==> src/rtl/pcs_regs.svh <==
`ifndef PCS_REGS_SVH
`define PCS_REGS_SVH

// Register addresses on the plain register port.
`define PCS_ADDR_CTRL   3'h0
`define PCS_ADDR_BW     3'h1
`define PCS_ADDR_MULH   3'h2
`define PCS_ADDR_MULL   3'h3
`define PCS_ADDR_VRNG   3'h4
`define PCS_ADDR_RDIV   3'h5

// Field positions in pll_control.
`define PCS_CTRL_IRQ_EN 7
`define PCS_CTRL_FLAG   6
`define PCS_CTRL_PLL_ON 5
`define PCS_CTRL_BCS    4
`define PCS_CTRL_PRE_HI 3
`define PCS_CTRL_PRE_LO 2
`define PCS_CTRL_VPR_HI 1
`define PCS_CTRL_VPR_LO 0

// Field positions in bandwidth_control.
`define PCS_BW_AUTO     7
`define PCS_BW_LOCK     6
`define PCS_BW_ACQ      5

// Reset values.
`define PCS_MUL_RESET   12'h040
`define PCS_VRS_RESET   8'h40
`define PCS_RDS_RESET   4'h1
`define PCS_PRE_RESET   2'h0
`define PCS_VPR_RESET   2'h0

// Source edges waited on each side of a clock switchover.
`define PCS_SWITCH_EDGES 2'h3

`endif

==> src/rtl/pcs_pkg.sv <==
`default_nettype none

package pcs_pkg;

  typedef enum logic [2:0] {
    PCS_SW_RUN      = 3'h1,
    PCS_SW_WAIT_OLD = 3'h2,
    PCS_SW_WAIT_NEW = 3'h4
  } pcs_sw_state_t;

  typedef logic [7:0] pcs_byte_t;
  typedef logic [2:0] pcs_addr_t;

endpackage : pcs_pkg

`default_nettype wire

==> src/rtl/pcs_clock_ctrl.sv <==
// What this block does
// - Base clock is VCO-derived clock when select is 1, else oscillator, halved in both cases.
// - Select cannot be set while the PLL enable bit is clear.
// - Clearing the PLL enable bit is ignored while select is set.
// - Switchover waits three old and three new source edges, output held.
// - Prescaler field picks 1, 2, 4 or 8; locked while PLL on.
// - VCO power field picks 1, 2 or 4; locked while PLL on.
// - Bandwidth mode bit: 1 automatic, 0 manual; reset clears it.
// - Lock bit follows lock in automatic mode, reads 0 in manual.
// - Acquire/track bit is status in automatic mode, control in manual.
// - Manual acquire/track value is kept and restored after automatic mode.
// - Twelve-bit multiplier, zero acts as one, resets to 64.
// - Both multiplier registers ignore writes while the PLL is on.
// - VCO centre multiplier ignores writes while PLL on, resets to 64.
// - Zero centre multiplier disables PLL and forces select clear.
// - Four-bit reference divider, locked while PLL on, zero acts as one.
// - Every lock change in automatic mode sets the change flag.
// - In manual mode no interrupt request and the flag reads 0.
// - Select may be set while the lock bit is 0.
// - A read of the control register clears the change flag unless a lock change comes in the same cycle.
// - Interrupt enable ignores writes and reads 0 in manual mode.
// - Reset sets the PLL enable bit.

`include "pcs_regs.svh"

`default_nettype none

module pcs_clock_ctrl (
  input  wire logic              clk,
  input  wire logic              rstn,
  input  wire pcs_pkg::pcs_addr_t addr,
  input  wire pcs_pkg::pcs_byte_t wdata,
  input  wire logic              wr_stb,
  input  wire logic              rd_stb,
  output var  pcs_pkg::pcs_byte_t rdata,
  input  wire logic              osc_clock,
  input  wire logic              divided_vco_clock,
  input  wire logic              vco_lock_in,
  input  wire logic              loop_tracking_in,
  output logic                   base_clock_out,
  output logic                   switch_busy,
  output logic                   pll_active,
  output logic [1:0]             prescaler_select,
  output logic [1:0]             vco_range_power,
  output logic [11:0]            multiplier_eff,
  output logic [7:0]             vco_center_multiplier,
  output logic [3:0]             ref_divider_eff,
  output logic                   auto_bandwidth,
  output logic                   acquire_track_force,
  output logic                   pll_irq_line
);
  import pcs_pkg::*;

  function automatic logic [11:0] pcs_min_one(input logic [11:0] v);
    pcs_min_one = (v == 12'h000) ? 12'h001 : v;
  endfunction : pcs_min_one

  function automatic logic pcs_rising(input logic now, input logic prev);
    pcs_rising = now & ~prev;
  endfunction : pcs_rising

  logic          pll_irq_enable_reg;
  logic          pll_change_flag_reg;
  logic          pll_enable_bit_reg;
  logic          base_clock_select_reg;
  logic [1:0]    prescaler_select_reg;
  logic [1:0]    vco_range_power_reg;
  logic          auto_reg;
  logic          lock_reg;
  logic          acq_shadow_reg;
  logic [11:0]   multiplier_field_reg;
  logic [7:0]    vco_center_reg;
  logic [3:0]    ref_divider_field_reg;
  pcs_byte_t     rdata_reg;
  pcs_byte_t     rdata_next;
  pcs_sw_state_t sw_state_reg;
  logic [1:0]    sw_count_reg;
  logic          active_src_reg;
  logic          base_clk_reg;
  logic          osc_prev_reg;
  logic          vco_prev_reg;

  logic          wr_ctrl;
  logic          wr_bw;
  logic          rd_ctrl;
  logic          vrs_zero;
  logic          lock_change;
  logic          osc_edge;
  logic          vco_edge;
  logic          old_edge;
  logic          new_edge;
  logic          sel_edge;
  logic          acq_status;
  logic [11:0]   rdiv_wide;

  assign wr_ctrl  = wr_stb && (addr == `PCS_ADDR_CTRL);
  assign wr_bw    = wr_stb && (addr == `PCS_ADDR_BW);
  assign rd_ctrl  = rd_stb && (addr == `PCS_ADDR_CTRL);
  assign vrs_zero = (vco_center_reg == 8'h00);

  // The loop is running only with the enable bit set and a usable range.
  assign pll_active = pll_enable_bit_reg && !vrs_zero;

  // PLL enable bit; a clear is refused while the VCO clock is selected,
  // or while the same write selects it.
  always_ff @(posedge clk or negedge rstn)
  begin
    if (!rstn)
    begin
      pll_enable_bit_reg <= 1'b1;
    end
    else if (wr_ctrl)
    begin
      pll_enable_bit_reg <= wdata[`PCS_CTRL_PLL_ON] | base_clock_select_reg
        | (wdata[`PCS_CTRL_BCS] & pll_enable_bit_reg);
    end
  end

  // Base clock select; lock status is deliberately not consulted.
  always_ff @(posedge clk or negedge rstn)
  begin
    if (!rstn)
    begin
      base_clock_select_reg <= 1'b0;
    end
    else if (vrs_zero)
    begin
      base_clock_select_reg <= 1'b0;
    end
    else if (wr_ctrl)
    begin
      base_clock_select_reg <= wdata[`PCS_CTRL_BCS]
        & pll_enable_bit_reg;
    end
  end

  // Prescaler and VCO power fields, frozen while the PLL is on.
  always_ff @(posedge clk or negedge rstn)
  begin
    if (!rstn)
    begin
      prescaler_select_reg <= `PCS_PRE_RESET;
      vco_range_power_reg  <= `PCS_VPR_RESET;
    end
    else if (wr_ctrl && !pll_enable_bit_reg)
    begin
      prescaler_select_reg <= {wdata[`PCS_CTRL_PRE_HI],
                               wdata[`PCS_CTRL_PRE_LO]};
      vco_range_power_reg  <= {wdata[`PCS_CTRL_VPR_HI],
                               wdata[`PCS_CTRL_VPR_LO]};
    end
  end

  // Interrupt enable, writable only in automatic mode.
  always_ff @(posedge clk or negedge rstn)
  begin
    if (!rstn)
    begin
      pll_irq_enable_reg <= 1'b0;
    end
    else if (wr_ctrl && auto_reg)
    begin
      pll_irq_enable_reg <= wdata[`PCS_CTRL_IRQ_EN];
    end
  end

  // Bandwidth mode bit.
  always_ff @(posedge clk or negedge rstn)
  begin
    if (!rstn)
    begin
      auto_reg <= 1'b0;
    end
    else if (wr_bw)
    begin
      auto_reg <= wdata[`PCS_BW_AUTO];
    end
  end

  // Lock indicator; writes to its position have no effect here.
  always_ff @(posedge clk or negedge rstn)
  begin
    if (!rstn)
    begin
      lock_reg <= 1'b0;
    end
    else
    begin
      lock_reg <= auto_reg & vco_lock_in;
    end
  end

  assign lock_change = auto_reg && (vco_lock_in != lock_reg);

  // Change flag; a new lock change wins over a clearing read.
  always_ff @(posedge clk or negedge rstn)
  begin
    if (!rstn)
    begin
      pll_change_flag_reg <= 1'b0;
    end
    else if (!auto_reg)
    begin
      pll_change_flag_reg <= 1'b0;
    end
    else if (lock_change)
    begin
      pll_change_flag_reg <= 1'b1;
    end
    else if (rd_ctrl)
    begin
      pll_change_flag_reg <= 1'b0;
    end
  end

  // Manual acquire/track value, kept untouched during automatic mode.
  always_ff @(posedge clk or negedge rstn)
  begin
    if (!rstn)
    begin
      acq_shadow_reg <= 1'b0;
    end
    else if (wr_bw && !auto_reg)
    begin
      acq_shadow_reg <= wdata[`PCS_BW_ACQ];
    end
  end

  assign acq_status = auto_reg ? loop_tracking_in : acq_shadow_reg;

  // Multiplier, centre multiplier and reference divider, frozen while on.
  always_ff @(posedge clk or negedge rstn)
  begin
    if (!rstn)
    begin
      multiplier_field_reg  <= `PCS_MUL_RESET;
      vco_center_reg        <= `PCS_VRS_RESET;
      ref_divider_field_reg <= `PCS_RDS_RESET;
    end
    else if (wr_stb && !pll_enable_bit_reg)
    begin
      unique case (addr)
        `PCS_ADDR_MULH:
        begin
          multiplier_field_reg[11:8] <= wdata[3:0];
        end
        `PCS_ADDR_MULL:
        begin
          multiplier_field_reg[7:0] <= wdata;
        end
        `PCS_ADDR_VRNG:
        begin
          vco_center_reg <= wdata;
        end
        `PCS_ADDR_RDIV:
        begin
          ref_divider_field_reg <= wdata[3:0];
        end
        default:
        begin
        end
      endcase
    end
  end

  // Read data, valid in the cycle after the read strobe.
  always_comb
  begin
    rdata_next = 8'h00;
    unique case (addr)
      `PCS_ADDR_CTRL:
      begin
        rdata_next[`PCS_CTRL_IRQ_EN] = pll_irq_enable_reg & auto_reg;
        rdata_next[`PCS_CTRL_FLAG]   = pll_change_flag_reg & auto_reg;
        rdata_next[`PCS_CTRL_PLL_ON] = pll_enable_bit_reg;
        rdata_next[`PCS_CTRL_BCS]    = base_clock_select_reg;
        rdata_next[`PCS_CTRL_PRE_HI] = prescaler_select_reg[1];
        rdata_next[`PCS_CTRL_PRE_LO] = prescaler_select_reg[0];
        rdata_next[`PCS_CTRL_VPR_HI] = vco_range_power_reg[1];
        rdata_next[`PCS_CTRL_VPR_LO] = vco_range_power_reg[0];
      end
      `PCS_ADDR_BW:
      begin
        rdata_next[`PCS_BW_AUTO] = auto_reg;
        rdata_next[`PCS_BW_LOCK] = lock_reg & auto_reg;
        rdata_next[`PCS_BW_ACQ]  = acq_status;
      end
      `PCS_ADDR_MULH:
      begin
        rdata_next[3:0] = multiplier_field_reg[11:8];
      end
      `PCS_ADDR_MULL:
      begin
        rdata_next = multiplier_field_reg[7:0];
      end
      `PCS_ADDR_VRNG:
      begin
        rdata_next = vco_center_reg;
      end
      `PCS_ADDR_RDIV:
      begin
        rdata_next[3:0] = ref_divider_field_reg;
      end
      default:
      begin
        rdata_next = 8'h00;
      end
    endcase
  end

  always_ff @(posedge clk or negedge rstn)
  begin
    if (!rstn)
    begin
      rdata_reg <= 8'h00;
    end
    else if (rd_stb)
    begin
      rdata_reg <= rdata_next;
    end
    else
    begin
      rdata_reg <= 8'h00;
    end
  end

  // Source edge detection on the sampled clock inputs.
  always_ff @(posedge clk or negedge rstn)
  begin
    if (!rstn)
    begin
      osc_prev_reg <= 1'b0;
      vco_prev_reg <= 1'b0;
    end
    else
    begin
      osc_prev_reg <= osc_clock;
      vco_prev_reg <= divided_vco_clock;
    end
  end

  assign osc_edge = pcs_rising(osc_clock, osc_prev_reg);
  // A stopped VCO cannot hold up a switch back to the oscillator.
  assign vco_edge = pcs_rising(divided_vco_clock, vco_prev_reg) | ~pll_active;
  assign old_edge = active_src_reg ? vco_edge : osc_edge;
  assign new_edge = active_src_reg ? osc_edge : vco_edge;
  assign sel_edge = old_edge;

  // Switchover control and the divide-by-two base clock.
  always_ff @(posedge clk or negedge rstn)
  begin
    if (!rstn)
    begin
      sw_state_reg   <= PCS_SW_RUN;
      sw_count_reg   <= 2'h0;
      active_src_reg <= 1'b0;
      base_clk_reg   <= 1'b0;
    end
    else
    begin
      unique case (sw_state_reg)
        PCS_SW_RUN:
        begin
          if (base_clock_select_reg != active_src_reg)
          begin
            sw_state_reg <= PCS_SW_WAIT_OLD;
            sw_count_reg <= 2'h0;
          end
          else if (sel_edge)
          begin
            base_clk_reg <= ~base_clk_reg;
          end
        end
        PCS_SW_WAIT_OLD:
        begin
          if (old_edge)
          begin
            if (sw_count_reg == `PCS_SWITCH_EDGES - 2'h1)
            begin
              sw_state_reg <= PCS_SW_WAIT_NEW;
              sw_count_reg <= 2'h0;
            end
            else
            begin
              sw_count_reg <= sw_count_reg + 2'h1;
            end
          end
        end
        PCS_SW_WAIT_NEW:
        begin
          if (new_edge)
          begin
            if (sw_count_reg == `PCS_SWITCH_EDGES - 2'h1)
            begin
              sw_state_reg   <= PCS_SW_RUN;
              sw_count_reg   <= 2'h0;
              active_src_reg <= ~active_src_reg;
            end
            else
            begin
              sw_count_reg <= sw_count_reg + 2'h1;
            end
          end
        end
        default:
        begin
          sw_state_reg <= PCS_SW_RUN;
          sw_count_reg <= 2'h0;
        end
      endcase
    end
  end

  assign rdata                 = rdata_reg;
  assign base_clock_out        = base_clk_reg;
  assign switch_busy           = (sw_state_reg != PCS_SW_RUN);
  assign prescaler_select      = prescaler_select_reg;
  assign vco_range_power       = vco_range_power_reg;
  assign multiplier_eff        = pcs_min_one(multiplier_field_reg);
  assign vco_center_multiplier = vco_center_reg;
  assign rdiv_wide             = pcs_min_one({8'h00, ref_divider_field_reg});
  assign ref_divider_eff       = rdiv_wide[3:0];
  assign auto_bandwidth        = auto_reg;
  assign acquire_track_force   = acq_shadow_reg;
  assign pll_irq_line          = auto_reg && pll_irq_enable_reg
                                 && pll_change_flag_reg;

endmodule : pcs_clock_ctrl

`default_nettype wire

==> config.mk <==
export PLATFORM = sky130hd
export DESIGN_NAME = pcs_clock_ctrl
export DESIGN_NICKNAME = d
export VERILOG_FILES = /design/src/rtl/pcs_pkg.sv /design/src/rtl/pcs_clock_ctrl.sv
export VERILOG_INCLUDE_DIRS = /design/src /design/src/rtl
export SDC_FILE = /design/constraint.sdc
export NUM_CORES = 1
export LEC_CHECK = 0
export BUFFER_PORTS_ARGS = -buffer_cell sky130_fd_sc_hd__buf_4
export CORE_UTILIZATION = 40
export DETAILED_ROUTE_END_ITERATION = 12
export PLACE_DENSITY = 0.65
export SLEW_MARGIN = 20
export SYNTH_ARGS = -nofsm -noshare
export SYNTH_HDL_FRONTEND = slang
export SYNTH_SLANG_ARGS = --single-unit
export TNS_END_PERCENT = 10
==> constraint.sdc <==
create_clock -name clk -period 2.1 [get_ports clk]
set_clock_uncertainty 0.05 [all_clocks]
set_input_delay 0.42 -clock clk [delete_from_list [all_inputs] [get_ports clk]]
set_output_delay 0.42 -clock clk [all_outputs]
set_load 0.05 [all_outputs]
==> out/results.ini, run 1 <==
[sta]
rsz0062_at_grt=yes
worst_pin_slew_ns=0.6490
drv_slew=0
fin_hold_ws_ns=0.07610
period_needed_ns=2.181
fin_crit_sh=1.039
slew_headroom=0.5673
finalSetupTns_ns=-0.1599
max_freq_ghz=0.4585
setup_viol=2
finalHoldViolations=0
timing.final.ws_setup_ns=-0.08106

[finish]
syn_to_final_growth_pct=28.66
n_antenna_cell=0
fin_area_mm2=0.003308
final_cells=367
final_util=0.5458
layout-drive-gt1-share=0.4658
largest_reg_flops=12
fin_nets=310

[cts]
worstSkewPairLatency_ns=0.31
cts_buffer_depth=2
cts_tree=done
clkTransAtPathRegs_ns=0.10
cts-root-buf=clkbuf_8
clock-sinks=52
numCtsBuffers=5
htreeDepth=2

[yosys]
synth.top_cell.area_share=0.4574
syn-num-nets=249
synth_edf_count=0
yosysMostFrequentCell=dfrtp_1
yosysUniqueCellTypes=46
synth_common_cells=dfrtp_1 (47), mux2_2 (32), clkbuf_1 (21)
synth_area_leaders=dfrtp_1 (46%), mux2_2 (14%), dfstp_2 (5.1%), clkbuf_1 (3.1%), mux2i_1 (2.3%)
yosysWarnings=0
synth_cells=230
avgSynthCellArea_um2=11.18
synth_ff_type=dfrtp_1
ys_ff_latch=52
synth_top_cell_by_area=dfrtp_1
seq_area_frac_synth=0.5085
async_flop_share=1.000
syn-cell-area_mm2=0.002571

[critical_path]
required_ns=2.26
crit_slowest_cell=or4_4
crit_type=flop to flop
start_kind=flop
crit_chain=or4_4 > o221a_4 > a221o_1 > a21boi_2 > mux2_4
max_stage_delay_ns=0.53
worstSetupEndpointType=flop
crit_fanout=3
r2r_slack_ns=-0.08
r2r_start=vco_center_multiplier[6]$_DFFE_PN1P_
crit_arrival_ns=2.34
worst_r2r_path_depth=5
r2r_end=sw_count_reg[1]$_DFFE_PN0P_

[floorplanning]
rows=28
die_h_um=82.18
io_pins=61
design.core.area_mm2=0.006061
die_x_um=82.18
start_util=0.4242
die_area_mm2=0.006753

[global_route]
grt_pass1_vias=1892
grt_max_degree=53
antenna_found_initial=0
grt_util_all_layers=0.1980
grt.overflow.total=0
grt_pass1_wl_mm=9.742

[placement]
io_buffers=60
dpl_cell_area_mm2=0.003154
dp_hpwl_mm=4.491
dp_cells=359
gp_congestion=0.8004
dp_worst_setup_slack_ns=-0.1558

[detailed_routing]
vias=1976
drcViolationCount=0
post_drt_wl_per_cell_um=16.53
dr.pass1.iters=4
detail_route.vias_per_cell=5.384
ant_nets=0
routed_wl_mm=6.065
drt_iter0_drc=96

[run_status]
violations=negative setup slack
status=finished with violations

[worst_hold_path]
hold_path_class=input pin to asynchronous set/reset pin

[pwr]
p_per_area_mw_per_mm2=1319
cellLeakagePower_nw=1.516
peakVddDrop_mv=0.7622
power.total_mw=4.363

[flow_run]
drv_cap=0

-- layout make-up --
class | instances | area [um2]
clock buffers | 6 | 82.58
clock inverters | 2 | 38.79
fillers | 550 | 2753
inverters | 2 | 7.507
multi-input cells | 153 | 1199
flip-flops and latches | 52 | 1309
well taps | 75 | 93.84
repair buffers | 77 | 578.1
-- critical path: cells and delay by family, from the launching register on --
family,cells,cell delay (ns)
AOI/OAI and AO/OA,3,0.81
and+or+nand+nor,1,0.53
DFF,1,0.38
muxes,1,0.32
-- logic make-up (layout without fill, tap and decap cells) --
family,Yosys count,count (layout),synth area share
compound gates,44,44,0.1236
xor+xnor,5,5,0.01703
flops,52,52,0.5085
buf+inv,25,87,0.03796
mux,40,40,0.1723
simple gates,64,64,0.1406
-- worst max path at each step --
stage	startpoint	endpoint	slack [ns]	cells after the start
after floorplan	vco_center_multiplier[1]$_DFFE_PN0P_	sw_count_reg[0]$_DFFE_PN0P_	-0.34	5
after global placement	vco_center_multiplier[2]$_DFFE_PN0P_	sw_count_reg[1]$_DFFE_PN0P_	-0.12	5
after detailed placement	vco_center_multiplier[2]$_DFFE_PN0P_	sw_count_reg[1]$_DFFE_PN0P_	-0.16	5
after CTS	vco_center_multiplier[6]$_DFFE_PN1P_	sw_count_reg[1]$_DFFE_PN0P_	-0.1	5
after global routing	vco_center_multiplier[6]$_DFFE_PN1P_	sw_count_reg[1]$_DFFE_PN0P_	-0.15	5
final	vco_center_multiplier[6]$_DFFE_PN1P_	sw_count_reg[1]$_DFFE_PN0P_	-0.08	5
-- timing repair --
item | 4_1_cts | 5_1_grt
setup buffers | 0 | 0
cloned | 0 | 0
setup endpoints to repair | 3 | 3
pin swaps | 4 | 2
resized for setup | 4 | 2
hold buffers | 0 | 0
-- metal layers --
metal,part of all wire,track usage,vias up
met1,0.46,0.2666,957
met2,0.47,0.3116,60
met4,0.017,0.07193,0
li1,-,-,952
met5,0,0,-
met3,0.051,0.04505,7
-- report_power, final --
part / total (mW) / internal, mW / switching [mW] / leakage [nW]
Clock: 0.728 / 0.390 / 0.338 / 0.0614
Sequential: 1.53 / 1.29 / 0.244 / 0.640
Combinational: 2.10 / 0.774 / 1.33 / 0.815
-- cell usage in the layout (no fill, tap or decap), types with 8 or more instances in the layout --
| cell type | netlist | routed |
|---|---|---|
| dfrtp_1 | 47 | 46 |
| a21oi_1 | 10 | 10 |
| nand2_1 | 12 | 12 |
| o21ai_0 | 11 | 11 |
| buf_4 | 1 | 77 |
| mux2_2 | 32 | 32 |
| nor2b_1 | 8 | 8 |
| nor2_1 | 8 | 8 |
No activity file was read; power rests on OpenSTA's default activity.
==> inputs of run 2 (changes only) <==
--- a/config.mk
+++ b/config.mk
@@ -10,6 +10,7 @@
 export CORE_UTILIZATION = 40
 export DETAILED_ROUTE_END_ITERATION = 12
 export PLACE_DENSITY = 0.65
+export SKIP_CTS_REPAIR_TIMING = 1
 export SLEW_MARGIN = 20
 export SYNTH_ARGS = -nofsm -noshare
 export SYNTH_HDL_FRONTEND = slang
==> constraint.sdc (replaced) <==
create_clock -name clk -period 2.1 [get_ports clk]
set_clock_uncertainty 0.05 [all_clocks]
set_input_delay 0.42 -clock clk [delete_from_list [all_inputs] [get_ports clk]]
set_output_delay 0.42 -clock clk [all_outputs]
set_load 0.01 [all_outputs]
==> out/results.ini, run 2 (synthesis gave the netlist of run 1 again) <==
[run_status]
status=finished with violations  ; unchanged
violations=negative setup slack  ; unchanged

[detailed_routing]
dr.pass1.iters=5  ; was 4
vias=2023  ; was 1976
post_drt_wl_per_cell_um=17.03  ; was 16.53 um
detail_route.vias_per_cell=5.482  ; was 5.384
drcViolationCount=0  ; unchanged
drt_iter0_drc=85  ; was 96
ant_nets=0  ; unchanged
routed_wl_mm=6.284  ; was 6.065 mm

[critical_path]
worst_r2r_path_depth=5  ; unchanged
r2r_end=sw_count_reg[0]$_DFFE_PN0P_  ; was sw_count_reg[1]$_DFFE_PN0P_
crit_slowest_cell=or4_4  ; unchanged
crit_chain=or4_4 > o221a_4 > a221o_1 > a21boi_2 > mux2_1  ; was or4_4 > o221a_4 > a221o_1 > a21boi_2 > mux2_4
crit_type=flop to flop  ; unchanged
crit_end=sw_count_reg[0]$_DFFE_PN0P_  ; was sw_count_reg[1]$_DFFE_PN0P_
required_ns=2.23  ; was 2.26 ns
r2r_slack_ns=-0.09  ; was -0.08 ns
crit_arrival_ns=2.32  ; was 2.34 ns
r2r_start=vco_center_multiplier[5]$_DFFE_PN0P_  ; was vco_center_multiplier[6]$_DFFE_PN1P_
max_stage_delay_ns=0.53  ; about the same
crit_fanout=3  ; unchanged
worstSetupEndpointType=flop  ; unchanged
start_kind=flop  ; unchanged
worstSetupStartpoint=vco_center_multiplier[5]$_DFFE_PN0P_  ; was vco_center_multiplier[6]$_DFFE_PN1P_

[pwr]
p_per_area_mw_per_mm2=1052  ; was 1319 mW/mm2
power.total_mw=3.444  ; was 4.363 mW
swShare=0.3311  ; was 0.4375
peakVddDrop_mv=0.5128  ; was 0.7622 mV
comb_power_share=0.383  ; was 0.481
cellLeakagePower_nw=1.507  ; was 1.516 nW
switchingPower_mw=1.140  ; was 1.909 mW
intPower_mw=2.303  ; was 2.454 mW
pwr-share-seq=0.449  ; was 0.352
clockPowerShare=0.169  ; was 0.167

[sta]
slew_headroom=0.5620  ; was 0.5673
setup_viol=2  ; unchanged
worst_pin_slew_ns=0.6571  ; was 0.6490 ns
max_freq_ghz=0.4558  ; was 0.4585 GHz
finalHoldViolations=0  ; unchanged
fin_crit_sh=1.045  ; was 1.039
timing.final.ws_setup_ns=-0.09381  ; was -0.08106 ns
drv_slew=0  ; unchanged
rsz0062_at_grt=yes  ; unchanged
period_needed_ns=2.194  ; was 2.181 ns

[floorplanning]
die_h_um=82.18  ; unchanged
start_util=0.4242  ; unchanged
design.core.area_mm2=0.006061  ; unchanged
die_x_um=82.18  ; unchanged
io_pins=61  ; unchanged
die_area_mm2=0.006753  ; unchanged
rows=28  ; unchanged

[cts]
numCtsBuffers=5  ; unchanged
clock-sinks=52  ; unchanged
cts_buffer_depth=2  ; unchanged
htreeDepth=2  ; unchanged
worstSkewPairLatency_ns=0.30  ; was 0.31 ns
cts-root-buf=clkbuf_8  ; unchanged
cts_tree=done  ; unchanged
clkTransAtPathRegs_ns=0.09  ; was 0.10 ns

[finish]
layout-drive-gt1-share=0.4524  ; was 0.4658
regArea_mm2=0.001308  ; was 0.001309 mm2
final_util=0.5403  ; was 0.5458
fin_area_mm2=0.003274  ; was 0.003308 mm2
final_common_cell=buf_4  ; unchanged
fillers=550  ; unchanged
layout_common_cells=buf_4 (79), dfrtp_1 (47), mux2_2 (32)  ; was buf_4 (77), dfrtp_1 (46), mux2_2 (32)
syn_to_final_growth_pct=27.35  ; was 28.66%
n_antenna_cell=0  ; unchanged
fin_nets=312  ; was 310
final_cells=369  ; was 367
largest_reg_flops=12  ; unchanged
multi_input_area_mm2=0.001182  ; was 0.001199 mm2

[placement]
dp_cells=361  ; was 359
gp_congestion=0.8492  ; was 0.8004
dp_hpwl_mm=4.635  ; was 4.491 mm
io_buffers=60  ; unchanged
dp_worst_setup_slack_ns=-0.09418  ; was -0.1558 ns
dpl_cell_area_mm2=0.003172  ; was 0.003154 mm2

[global_route]
grt_max_degree=53  ; unchanged
grt_util_all_layers=0.2000  ; was 0.1980
grt_pass1_vias=1957  ; was 1892
grt.overflow.total=0  ; unchanged
antenna_found_initial=0  ; unchanged
grt_pass1_wl_mm=10.14  ; was 9.742 mm

[flow_run]
drv_cap=0  ; unchanged

[worst_hold_path]
hold_path_class=input pin to asynchronous set/reset pin  ; unchanged

## run 2: changes by cell type in the layout (fill, tap and decap cells not counted)
cell       delta
a21boi_0      +1
a21boi_1      -1
buf_4         +2
bufinv_16     -1
clkbuf_1      +2
clkinv_4      -1
dfrtp_1       +1
dfrtp_2       -1
mux2_1        +2
mux2_4        -2
nor4_2        +1
nor4_4        -1
## run 2: power by group through the flow
stage	combinational (mW)	clock (mW)	sequential (mW)
2_1_floorplan	0.648	0	1.56
3_3_place_gp	1.29	0	1.55
3_5_place_dp	1.30	0	1.56
4_1_cts	1.31	0.601	1.55
5_1_grt	1.43	0.639	1.59
6_report	1.32	0.580	1.54
## run 2: metal layers
metal | track usage | share of wire | vias to the layer above | routed length (um)
li1 | - | - | 950 | -
met1 | 0.2872 | 0.47 | 1009 | 2977
met2 | 0.3124 | 0.48 | 55 | 2995
met3 | 0.03407 | 0.037 | 9 | 233
met4 | 0.05088 | 0.012 | 0 | 77
met5 | 0 | 0 | - | 0
## run 2: stage by stage
stage | hold WS, ns | setup TNS (ns)
6_report | 0.07729 | -0.1764
5_1_grt | 0.1465 | -0.3033
4_1_cts | 0.1134 | -0.2178
3_5_place_dp | 0.4138 | -0.1883
3_3_place_gp | 0.4081 | -0.1271
2_1_floorplan | 0.07441 | -0.2377
## run 2: area by class of cell
cell class / instances / area share
multi-input combinational: 153 / 0.3611
timing repair buffer: 79 / 0.1811
clock buffer: 8 / 0.02751
inverter: 2 / 0.002293
sequential: 52 / 0.3993
tap: 75 / 0.02866
## run 2: how the worst min path moves through the flow
stage,slack [ns],end
after floorplan,0.07,acquire_track_force$_DFFE_PN0P_
after global placement,0.41,base_clock_out$_DFFE_PN0P_
after detailed placement,0.41,base_clock_out$_DFFE_PN0P_
after CTS,0.11,base_clock_out$_DFFE_PN0P_
after global routing,0.15,sw_state_reg[2]$_DFFE_PN0P_
final,0.08,base_clock_out$_DFFE_PN0P_
## run 2: critical path, delay by kind of cell (launching register included)
kind	cells	cell delay, ns
muxes	1	0.33
DFF	1	0.39
and+or+nand+nor	1	0.53
AOI/OAI and AO/OA	3	0.77
==> inputs of run 3 (changes only) <==
--- a/config.mk
+++ b/config.mk
@@ -10,6 +10,7 @@
 export CORE_UTILIZATION = 40
 export DETAILED_ROUTE_END_ITERATION = 12
 export PLACE_DENSITY = 0.65
+export REMOVE_ABC_BUFFERS = 1
 export SKIP_CTS_REPAIR_TIMING = 1
 export SLEW_MARGIN = 20
 export SYNTH_ARGS = -nofsm -noshare
==> out/results.ini, run 3 (synthesis gave the netlist of run 1 again) <==
[detailed_routing]
post_drt_wl_per_cell_um=16.59  ; was 17.03 um
ant_nets=0  ; unchanged
dr.pass1.iters=4  ; was 5
routed_wl_mm=6.056  ; was 6.284 mm
vias=1975  ; was 2023
drcViolationCount=0  ; unchanged
detail_route.vias_per_cell=5.411  ; was 5.482
drt_iter0_drc=59  ; was 85

[sta]
period_needed_ns=2.233  ; was 2.194 ns
rsz0062_at_grt=yes  ; unchanged
worst_pin_slew_ns=0.6683  ; was 0.6571 ns
max_freq_ghz=0.4478  ; was 0.4558 GHz
fin_crit_sh=1.063  ; was 1.045
finalSetupTns_ns=-0.2632  ; was -0.1764 ns
finalHoldViolations=0  ; unchanged
drv_slew=0  ; unchanged
setup_viol=2  ; unchanged
slew_headroom=0.5545  ; was 0.5620
timing.final.ws_setup_ns=-0.1332  ; was -0.09381 ns

[finish]
final_common_cell=buf_4  ; unchanged
layout-drive-gt1-share=0.4586  ; was 0.4524
n_antenna_cell=0  ; unchanged
largest_reg_flops=12  ; unchanged
fin_nets=308  ; was 312
syn_to_final_growth_pct=26.52  ; was 27.35%
layout_common_cells=buf_4 (75), dfrtp_1 (47), mux2_2 (32)  ; was buf_4 (79), dfrtp_1 (47), mux2_2 (32)
fin_area_mm2=0.003253  ; was 0.003274 mm2
final_cells=365  ; was 369

[floorplanning]
die_x_um=82.18  ; unchanged
die_h_um=82.18  ; unchanged
rows=28  ; unchanged
start_util=0.4242  ; unchanged
io_pins=61  ; unchanged
design.core.area_mm2=0.006061  ; unchanged
die_area_mm2=0.006753  ; unchanged

[cts]
numCtsBuffers=5  ; unchanged
clkTransAtPathRegs_ns=0.10  ; was 0.09 ns
cts_tree=done  ; unchanged
cts-root-buf=clkbuf_8  ; unchanged
clock-sinks=52  ; unchanged
htreeDepth=2  ; unchanged
cts_buffer_depth=2  ; unchanged
worstSkewPairLatency_ns=0.31  ; was 0.30 ns

[run_status]
violations=negative setup slack  ; unchanged
status=finished with violations  ; unchanged

[flow_run]
drv_cap=0  ; unchanged

[critical_path]
max_stage_delay_ns=0.53  ; about the same
worstSetupEndpointType=flop  ; unchanged
worst-path-buf-inv=0  ; unchanged
crit_arrival_ns=2.38  ; was 2.32 ns
start_kind=flop  ; unchanged
crit_chain=or4_4 > o221a_4 > a221o_1 > a21boi_2 > mux2_4  ; was or4_4 > o221a_4 > a221o_1 > a21boi_2 > mux2_1
required_ns=2.25  ; was 2.23 ns
crit_type=flop to flop  ; unchanged
crit_fanout=3  ; unchanged
crit_slowest_cell=or4_4  ; unchanged
crit_family=compound AO/OA/AOI/OAI gates  ; unchanged

[pwr]
power.total_mw=3.445  ; was 3.444 mW
peakVddDrop_mv=0.5667  ; was 0.5128 mV
cellLeakagePower_nw=1.491  ; was 1.507 nW
p_per_area_mw_per_mm2=1059  ; was 1052 mW/mm2

[global_route]
grt_max_degree=53  ; unchanged
grt.overflow.total=0  ; unchanged
grt_pass1_wl_mm=9.535  ; was 10.14 mm
grt_util_all_layers=0.1925  ; was 0.2000
grt_pass1_vias=1893  ; was 1957
antenna_found_initial=0  ; unchanged

[placement]
gp_congestion=0.7835  ; was 0.8492
dp_worst_setup_slack_ns=-0.1456  ; was -0.09418 ns
dp_cells=357  ; was 361
io_buffers=60  ; unchanged
dpl_cell_area_mm2=0.003138  ; was 0.003172 mm2
dp_hpwl_mm=4.432  ; was 4.635 mm

[worst_hold_path]
hold_path_class=input pin to asynchronous set/reset pin  ; unchanged

run 3: worst paths after layout:
path | startpoint | to | slack [ns] | depth (start not counted)
min reg2reg | base_clock_out$_DFFE_PN0P_ | base_clock_out$_DFFE_PN0P_ | 0.43 | 1
max in group asynchronous | rstn | vco_range_power[1]$_DFFE_PN0P_ | 1.46 | 1
min in group clk | divided_vco_clock | vco_prev_reg$_DFF_PN0_ | 0.17 | 1
min | rstn | rdata[7]$_DFF_PN0_ | 0.09 | 1
max reg2reg | vco_center_multiplier[6]$_DFFE_PN1P_ | sw_count_reg[1]$_DFFE_PN0P_ | -0.13 | 5
max | vco_center_multiplier[6]$_DFFE_PN1P_ | sw_count_reg[1]$_DFFE_PN0P_ | -0.13 | 5
run 3: cell type report:
class                      instances  area, um2
clock inverter                     3      22.52
inverter                           2      7.507
fill                             553       2808
tap                               75      93.84
sequential                        52       1308
multi-input combinational        153       1190
clock buffer                       5      68.82
timing repair buffer              75      563.0
run 3: metrics by stage:
step,hold slack [ns],utilization
4_1_cts,0.1020,0.5328
5_1_grt,0.1308,0.5367
3_3_place_gp,0.4099,0.5178
3_5_place_dp,0.4248,0.5178
6_report,0.08594,0.5367
2_1_floorplan,0.07441,-
run 3: metal layers:
layer / global-route usage / share of wire / up-vias
met3: 0.04396 / 0.040 / 5
li1: - / - / 945
met1: 0.2584 / 0.45 / 979
met2: 0.3107 / 0.50 / 46
met4: 0.05439 / 0.011 / 0
met5: 0 / 0 / -
run 3: worst register-to-register path, cell delays in order, from the launching register on:
cell and delay, ns:
dfstp_2 0.39, or4_4 0.53, o221a_4 0.26, a221o_1 0.35, a21boi_2 0.22, mux2_4 0.32
run 3: power by group:
part	internal (mW)	leakage, nW	switching, mW
logic	0.748	0.802	0.566
registers	1.29	0.641	0.253
clock network	0.240	0.0485	0.349
